[config.mk]
export PLATFORM = sky130hd
export DESIGN_NAME = cdc_config
export DESIGN_NICKNAME = d
export VERILOG_FILES = /design/src/cdc_pkg.sv /design/src/cdc_config.sv /design/src/cdc_mag_cmp.sv
export VERILOG_INCLUDE_DIRS = /design/src /design/src/src
export SDC_FILE = /design/constraint.sdc
export NUM_CORES = 1
export LEC_CHECK = 0
export ABC_AREA = 1
export BUFFER_PORTS_ARGS = -buffer_cell sky130_fd_sc_hd__buf_2
export CAP_MARGIN = 5
export CORE_ASPECT_RATIO = 1.2
export CORE_MARGIN = 2
export CORE_UTILIZATION = 54
export DETAILED_ROUTE_END_ITERATION = 7
export PLACE_DENSITY = 0.76
export SETUP_SLACK_MARGIN = 0.15
export SYNTH_ARGS = -nofsm -noshare
export SYNTH_HDL_FRONTEND = slang
export SYNTH_SLANG_ARGS = --single-unit
[constraint.sdc]
create_clock -name clk -period 7.7 [get_ports clk]
set_clock_uncertainty 0.2 [all_clocks]
set_input_delay 1.54 -clock clk [delete_from_list [all_inputs] [get_ports clk]]
set_output_delay 1.54 -clock clk [all_outputs]
set_load 0.03 [all_outputs]
[src/cdc_defs.svh]
/*
  register offsets, field positions, reset values and widths of the
  chop and current-detect configuration block.
  assumes inclusion by bare name from the package and design files.
*/
`ifndef CDC_DEFS_SVH
`define CDC_DEFS_SVH

`define CDC_ADDR_W        4
`define CDC_DATA_W        16
`define CDC_ADDR_CFG      4'h6
`define CDC_ADDR_THR_HI   4'h7
`define CDC_ADDR_THR_LO   4'h8
`define CDC_ADDR_STAT     4'hf

`define CDC_CFG_RST       16'h0600
`define CDC_THR_HI_RST    16'h0000
`define CDC_THR_LO_RST    8'h00

`define CDC_POS_RSVD      13
`define CDC_POS_DLY       9
`define CDC_POS_CHOP      8
`define CDC_POS_ALLCH     7
`define CDC_POS_NUM       4
`define CDC_POS_LEN       1
`define CDC_POS_DETEN     0
`define CDC_POS_THR_LO    8

`define CDC_STAT_FLAG     0
`define CDC_STAT_SETTLE   1

`define CDC_SAMPLE_W      24
`define CDC_DLY_CNT_W     17
`define CDC_WIN_CNT_W     12
`define CDC_HIT_CNT_W     8

`endif

[src/cdc_pkg.sv]
/*
  types of the chop and current-detect configuration block.
  assumes cdc_defs.svh is on the include path.
*/
`include "cdc_defs.svh"

package cdc_pkg;

  typedef struct packed {
    logic [2:0] reserved;
    logic [3:0] chop_settle_delay;
    logic       global_chop_on;
    logic       detect_all_channels;
    logic [2:0] detect_crossing_count;
    logic [2:0] detect_measure_length;
    logic       detect_mode_on;
  } cdc_cfg_s;

  typedef struct packed {
    logic [`CDC_ADDR_W-1:0] addr;
    logic [`CDC_DATA_W-1:0] wrData;
    logic                   wrEn;
    logic                   rdEn;
  } cdc_bus_s;

  typedef enum logic [1:0] {
    CDC_IDLE   = 2'b01,
    CDC_SETTLE = 2'b10
  } cdc_chop_e;

endpackage : cdc_pkg
[src/cdc_config.sv]
/*
  chop settle delay and current-detect configuration with its detector.
  assumes modTick, chopStart and conversion samples come from logic on clk.
*/
//
// Summary of operation
// - delay code 12:9 waits 2^(code+1) modulator periods; resets to 0011b.
// - bit 8 enables global chop; resets to zero.
// - bit 7 zero: any channel triggers; one: all channels must cross.
// - bits 6:4 set needed crossings as 2^code, 1 to 128; reset 0.
// - bits 3:1 pick window 128,256,512,768,1280,1792,2560,3584 conversions.
// - bit 0 enables current-detect mode; resets to zero.
// - sixteen-bit register holds upper threshold bits, resets to zero.
// - bits 15:8 of next register give low threshold byte of 24 bits.
`timescale 1ns/10ps
`default_nettype none
`include "cdc_defs.svh"

module cdc_config #(
  parameter int NUM_CH = 4
) (
  // clock and reset
  input  wire logic                                 clk,
  input  wire logic                                 arst_n,
  // register port
  input  wire cdc_pkg::cdc_bus_s                    bus,
  output logic [`CDC_DATA_W-1:0]                    rdData_ff,
  // modulator timing
  input  wire logic                                 modTick,
  input  wire logic                                 chopStart,
  // conversion results
  input  wire logic                                 convVld,
  input  wire logic [NUM_CH-1:0][`CDC_SAMPLE_W-1:0] convData,
  // control outputs
  output logic                                      chopOn_ff,
  output logic                                      measureGo_ff,
  output logic                                      detectFlag_ff
);

  cdc_pkg::cdc_cfg_s          cfg_ff;
  logic [`CDC_DATA_W-1:0]     thrHi_ff;
  logic [7:0]                 thrLo_ff;
  logic [`CDC_SAMPLE_W-1:0]   threshold;
  cdc_pkg::cdc_chop_e         chopState_ff;
  logic [`CDC_DLY_CNT_W-1:0]  dlyCnt_ff;
  logic [`CDC_DLY_CNT_W-1:0]  dlyTarget;
  logic [`CDC_WIN_CNT_W-1:0]  winCnt_ff;
  logic [`CDC_WIN_CNT_W-1:0]  winLen;
  logic [`CDC_HIT_CNT_W-1:0]  hitCnt_ff;
  logic [`CDC_HIT_CNT_W-1:0]  hitNeed;
  logic [`CDC_HIT_CNT_W-1:0]  nxt_hitCnt;
  logic [NUM_CH-1:0]          chExceed;
  logic [NUM_CH-1:0]          chVld;
  logic                       hit;
  logic                       detEnDly_ff;
  logic                       wrCfg;
  logic                       wrStat;

  assign wrCfg  = bus.wrEn && (bus.addr == `CDC_ADDR_CFG);
  assign wrStat = bus.wrEn && (bus.addr == `CDC_ADDR_STAT);

  // configuration and threshold registers
  always_ff @(posedge clk or negedge arst_n) begin
    if (!arst_n) begin
      cfg_ff   <= `CDC_CFG_RST;
      thrHi_ff <= `CDC_THR_HI_RST;
      thrLo_ff <= `CDC_THR_LO_RST;
    end else if (bus.wrEn) begin
      unique case (bus.addr)
        `CDC_ADDR_CFG:    cfg_ff   <= bus.wrData;
        `CDC_ADDR_THR_HI: thrHi_ff <= bus.wrData;
        `CDC_ADDR_THR_LO: thrLo_ff <= bus.wrData[15:`CDC_POS_THR_LO];
        default: ;
      endcase
    end
  end

  assign threshold = {thrHi_ff, thrLo_ff};

  // read port, data one cycle after the strobe
  always_ff @(posedge clk or negedge arst_n) begin
    if (!arst_n) begin
      rdData_ff <= '0;
    end else if (bus.rdEn) begin
      unique case (bus.addr)
        `CDC_ADDR_CFG:    rdData_ff <= cfg_ff;
        `CDC_ADDR_THR_HI: rdData_ff <= thrHi_ff;
        `CDC_ADDR_THR_LO: rdData_ff <= {thrLo_ff, 8'h00};
        `CDC_ADDR_STAT:   rdData_ff <= {14'h0000, chopState_ff == cdc_pkg::CDC_SETTLE,
                                        detectFlag_ff};
        default:          rdData_ff <= '0;
      endcase
    end else begin
      rdData_ff <= '0;
    end
  end

  // chop enable output
  always_ff @(posedge clk or negedge arst_n) begin
    if (!arst_n) begin
      chopOn_ff <= 1'b0;
    end else begin
      chopOn_ff <= cfg_ff.global_chop_on;
    end
  end

  // chop settle delay
  assign dlyTarget = `CDC_DLY_CNT_W'(1) << ({1'b0, cfg_ff.chop_settle_delay} + 5'h01);

  always_ff @(posedge clk or negedge arst_n) begin
    if (!arst_n) begin
      chopState_ff <= cdc_pkg::CDC_IDLE;
      dlyCnt_ff    <= '0;
      measureGo_ff <= 1'b0;
    end else begin
      measureGo_ff <= 1'b0;
      if (!cfg_ff.global_chop_on) begin
        chopState_ff <= cdc_pkg::CDC_IDLE;
        dlyCnt_ff    <= '0;
      end else if (chopStart) begin
        chopState_ff <= cdc_pkg::CDC_SETTLE;
        dlyCnt_ff    <= '0;
      end else begin
        unique case (chopState_ff)
          cdc_pkg::CDC_IDLE: ;
          cdc_pkg::CDC_SETTLE: begin
            if (modTick) begin
              if (dlyCnt_ff == dlyTarget - `CDC_DLY_CNT_W'(1)) begin
                measureGo_ff <= 1'b1;
                chopState_ff <= cdc_pkg::CDC_IDLE;
                dlyCnt_ff    <= '0;
              end else begin
                dlyCnt_ff <= dlyCnt_ff + `CDC_DLY_CNT_W'(1);
              end
            end
          end
          default: begin
            chopState_ff <= cdc_pkg::CDC_IDLE;
            dlyCnt_ff    <= '0;
          end
        endcase
      end
    end
  end

  // per-channel magnitude compare
  genvar ch;
  generate
    for (ch = 0; ch < NUM_CH; ch++) begin : gCh
      cdc_mag_cmp uCmp (
        .clk       (clk),
        .arst_n    (arst_n),
        .sampleVld (convVld),
        .sample    (convData[ch]),
        .threshold (threshold),
        .exceed_ff (chExceed[ch]),
        .vld_ff    (chVld[ch])
      );
    end
  endgenerate

  assign hit = cfg_ff.detect_all_channels ? (&chExceed) : (|chExceed);

  // measurement length lookup
  always_comb begin
    unique case (cfg_ff.detect_measure_length)
      3'h0: winLen = 12'd128;
      3'h1: winLen = 12'd256;
      3'h2: winLen = 12'd512;
      3'h3: winLen = 12'd768;
      3'h4: winLen = 12'd1280;
      3'h5: winLen = 12'd1792;
      3'h6: winLen = 12'd2560;
      3'h7: winLen = 12'd3584;
    endcase
  end

  assign hitNeed    = `CDC_HIT_CNT_W'(1) << cfg_ff.detect_crossing_count;
  assign nxt_hitCnt = (hit && hitCnt_ff != '1) ? hitCnt_ff + `CDC_HIT_CNT_W'(1) : hitCnt_ff;

  // detection window and crossing counters
  always_ff @(posedge clk or negedge arst_n) begin
    if (!arst_n) begin
      detEnDly_ff <= 1'b0;
      winCnt_ff   <= '0;
      hitCnt_ff   <= '0;
    end else begin
      detEnDly_ff <= cfg_ff.detect_mode_on;
      if (!cfg_ff.detect_mode_on || !detEnDly_ff) begin
        winCnt_ff <= '0;
        hitCnt_ff <= '0;
      end else if (chVld[0]) begin
        if (winCnt_ff == winLen - `CDC_WIN_CNT_W'(1)) begin
          winCnt_ff <= '0;
          hitCnt_ff <= '0;
        end else begin
          winCnt_ff <= winCnt_ff + `CDC_WIN_CNT_W'(1);
          hitCnt_ff <= nxt_hitCnt;
        end
      end
    end
  end

  // sticky detection flag, set wins over clear
  always_ff @(posedge clk or negedge arst_n) begin
    if (!arst_n) begin
      detectFlag_ff <= 1'b0;
    end else if (cfg_ff.detect_mode_on && detEnDly_ff && chVld[0] && nxt_hitCnt >= hitNeed) begin
      detectFlag_ff <= 1'b1;
    end else if (wrStat && bus.wrData[`CDC_STAT_FLAG]) begin
      detectFlag_ff <= 1'b0;
    end
  end
endmodule : cdc_config
`default_nettype wire

[src/cdc_mag_cmp.sv]
/*
  one channel: magnitude of a signed sample against the detection threshold.
  assumes sample and valid come from logic on the same clock.
*/
`timescale 1ns/10ps
`default_nettype none
`include "cdc_defs.svh"

module cdc_mag_cmp (
  // clock and reset
  input  wire logic                      clk,
  input  wire logic                      arst_n,
  // sample in
  input  wire logic                      sampleVld,
  input  wire logic [`CDC_SAMPLE_W-1:0]  sample,
  input  wire logic [`CDC_SAMPLE_W-1:0]  threshold,
  // result
  output logic                           exceed_ff,
  output logic                           vld_ff
);

  logic [`CDC_SAMPLE_W-1:0] magnitude;

  assign magnitude = sample[`CDC_SAMPLE_W-1] ? (~sample + `CDC_SAMPLE_W'(1)) : sample;

  always_ff @(posedge clk or negedge arst_n) begin
    if (!arst_n) begin
      exceed_ff <= 1'b0;
      vld_ff    <= 1'b0;
    end else begin
      vld_ff <= sampleVld;
      if (sampleVld) begin
        exceed_ff <= (magnitude >= threshold);
      end
    end
  end

endmodule : cdc_mag_cmp
`default_nettype wire

==> impl_results.md <==
- # Max-Cap Violations: 0
- Resize count post-CTS: 0
- GR Layer Usage met2: 0.472
- WP data arrival: about 4500 ps
- Hold path cells: 0
- Max-Slew Margin vs Limit: 0.297
- Sw power: around 0.00083 W
- First-pass GRT wire length: 43,100 um
- Pre-CTS setup slack: around 3000 ps
- Die outline width: roughly 130 um
- Cells after Synth: 1,431
- H-tree levels: 3
- Initial antenna violation count: 0
- Top FF cell, synth: dfrtp_1
- Final worst path period share: 0.570
- Int Pwr: about 0.0012 W
- Detailed-router iteration count before antenna repair: 7
- Residual DRC count: 0
- Hpwl dp: 21,600 um
- Max-slew violations: 0
- Port bufs: 141
- Placed instance count: 1,798
- Most frequent cell after synthesis: nand2_1
- Asr flop ratio synth: 1.00
- Req. time, crit path: slightly below 8000 ps
- Status: finished, final reports clean
- Most Crowded Layer GR: met2
- Pleak: 5.81 nW
- Share of post-route cells with drive strength above 1: 0.134
- M3 GR Usage: 0.0317
- Setup_tns: 0 ps
- Switching Fraction: 0.412
- Most frequent cells after synthesis: nand2_1, inv_1, ha_1
- Yosys reg bits: about 100
- Synthesized net count: between 1,500 and 2,000
- Hold buffer count at CTS: 0
- Filler Cell Count: 1,714
- Avg WL per Cell: roughly 14 um
- # nets final: approximately 1,800
- Rows: 54
- CTS clock-pin slew for the worst setup and hold paths: 80 ps
- Worst skew pair latency: 350 ps
- Vias in the first global route: 9,399
- Worst setup EP type: register
- GRT Total Usage: 0.268
- Final Hold Violating Endpoints: 0
- Setup CP Type: in -> reg
- Synth top area share: 0.250
- Peak VDD IR: 0.000121 V
- Smallest hold slack: 270 ps
- Worst-path fanout max: 3
- Grt total ovfl: 0
- Clk buf depth: 2
- Hold crit path type: reg -> reg
- Largest net degree at the start of global routing: 85
- Number of I/O pins: 142
- Synth area leaders: dfrtp_1, ha_1, nand2_1, inv_1, xor2_1
- CTS tree: built
- Routed vias/inst: 5.38
- Area Growth Syn to Fin: 11.6%
- Post-DP Area: around 11,000 um2
- N_diodes: 0
- Fmax: 228 MHz
- Initial drt markers: approximately 640
- Die height: 154 um
- Min Tclk post-route: ~4400 ps
- Synth Cell Area: ~10,000 um2
- Register area: about 2600 um2
- Core area: 18,300 um2
- Number of synthesized flops with an enable pin: 0
- Grt met1 use: 0.332
- Non-filler instance count after layout: 1,814
- Seq/Total Area, Yosys: 0.257
- Post-CTS Setup Bufs: 0
- Setup repair after global routing missed its margin: false
- WL final: between 20,000 and 30,000 um
- Final setup violation count: 0
- Clock network power share: 0.236
- Initial Utilization: 0.553
- Startpoint types: input pin
- Distinct cell type count after synthesis: 49
- Power per cell area: 177 nW/um2
- Final setup margin: 3310 ps
- CTS root buffer: clkbuf_16
- Largest area contributor in the netlist: dfrtp_1
- Syn_area_per_cell: 7.08 um2
- Routability cong.: around 0.94
- Combinational share of power: 0.425
- Die area: a little under 20,000 um2
- Area of the multi-input gates: 6450 um2
- Final Instance Area: 11,300 um2
- Ys Warns: 0
- CTS Buf Count: 9
- Reg power frac: 0.340
- Remaining antenna violation count: 0
- Clock sinks: 104
- Via count: 9,754
- Least-Margin Pin Slew: between 1000 and 1500 ps
- R2R depth: 17
power by group through the flow:
stage               Combinational [W]  Sequential, W  Clock (W)
floorplan                    0.000627       0.000665          0
global placement             0.000814       0.000686          0
detailed placement           0.000844       0.000689          0
CTS                          0.000849       0.000679   0.000478
global route                 0.000970       0.000691   0.000500
finish                       0.000852       0.000681   0.000473
flip-flops by register name, summed over array words and instances, names as in the netlist:
name / cells
gCh.uCmp.exceed_ff: 4
chopOn_ff: 1
measureGo_ff: 1
cfg_ff: 16
detEnDly_ff: 1
thrHi_ff: 16
dlyCnt_ff: 17
detectFlag_ff: 1
chopState_ff: 2
gCh.uCmp.vld_ff: 1
winCnt_ff: 12
thrLo_ff: 8
rdData_ff: 16
hitCnt_ff: 8
area by class of cell:
type                    instances  share of cell area
clock buffers                  10              0.0203
flip-flops and latches        104               0.231
inverters                     241              0.0803
clock inverters                 6             0.00653
repair buffers                142              0.0633
well taps                     252              0.0279
multi-input cells            1059               0.571
layer usage:
| layer | vias to the layer above | wire [um] | part of all wire |
|---|---|---|---|
| li1 | 4947 | - | - |
| met1 | 4454 | 11100 | 0.42 |
| met2 | 299 | 12900 | 0.49 |
| met3 | 54 | 1420 | 0.054 |
| met4 | 0 | 840 | 0.032 |
| met5 | - | 0 | 0 |
cells by family (layout without fill, tap and decap cells):
logic type	count (synthesis)	after routing	synth area share
compound gates	227	227	0.125
xor+xnor	110	110	0.0952
fa+ha+maj	113	113	0.140
buf+inv	268	399	0.105
flops	104	104	0.257
other cells	1	1	0.000370
simple gates	608	608	0.277
cell usage in the layout, fill, tap and decap left out, types with 3 or more instances in the layout:
cell	Yosys	routed
xor2_1	89	89
nor2_2	6	6
nand3b_1	8	8
nor3_1	33	33
o21ai_1	4	4
xnor2_1	21	21
dfrtp_1	101	101
nand3_1	68	68
inv_1	230	230
clkinv_1	5	5
inv_2	5	5
dfstp_2	3	3
o22ai_1	16	16
ha_1	113	113
a21oi_1	71	71
nor4_1	9	9
o21ai_0	96	96
nand4_1	37	37
o21a_1	5	5
nor2_1	105	105
o221ai_1	10	10
clkbuf_16	0	9
nand2_1	305	305
o31ai_1	5	5
nand2_2	9	9
a31oi_1	5	5
a21boi_0	3	3
o211ai_1	7	7
nand2_4	4	4
buf_2	1	140
nor2_4	14	14
critical path: stages:
cell     delay [ps]
buf_2           100
inv_1            70
ha_1            180
nand2_1          90
nor2_1           90
nand2_1          60
nor2_1          170
nand3_1         140
nor2_1          120
nand3_1          90
o21ai_0         300
o21ai_0         180
xor2_1          170
ha_1            280
nand2_1          50
inv_1            60
nand3_1          80
nor3_1          310
nand4_1         130
nand4_1         120
nand2_1          50
o21ai_0          60
stage by stage:
step	power, W	utilization
6_report	0.00201	0.617
5_1_grt	0.00216	0.617
4_1_cts	0.00201	0.617
3_5_place_dp	0.00153	0.601
3_3_place_gp	0.00150	0.601
2_1_floorplan	0.00129	-
worst paths after layout:
path / start / end / slack, ps
max reg2reg: cfg_ff[11]$_DFFE_PN0P_ / dlyCnt_ff[3]$_DFFE_PN0P_ / 4350
max in group asynchronous: arst_n / dlyCnt_ff[1]$_DFFE_PN0P_ / 5080
max: convData[0] / gCh[0].uCmp.exceed_ff$_DFFE_PN0P_ / 3310
min: cfg_ff[8]$_DFFE_PN0P_ / chopOn_ff$_DFF_PN0_ / 270
min in group asynchronous: arst_n / rdData_ff[4]$_DFF_PN0_ / 870
min reg2reg: cfg_ff[8]$_DFFE_PN0P_ / chopOn_ff$_DFF_PN0_ / 270
(Power assumes the default switching activity.)
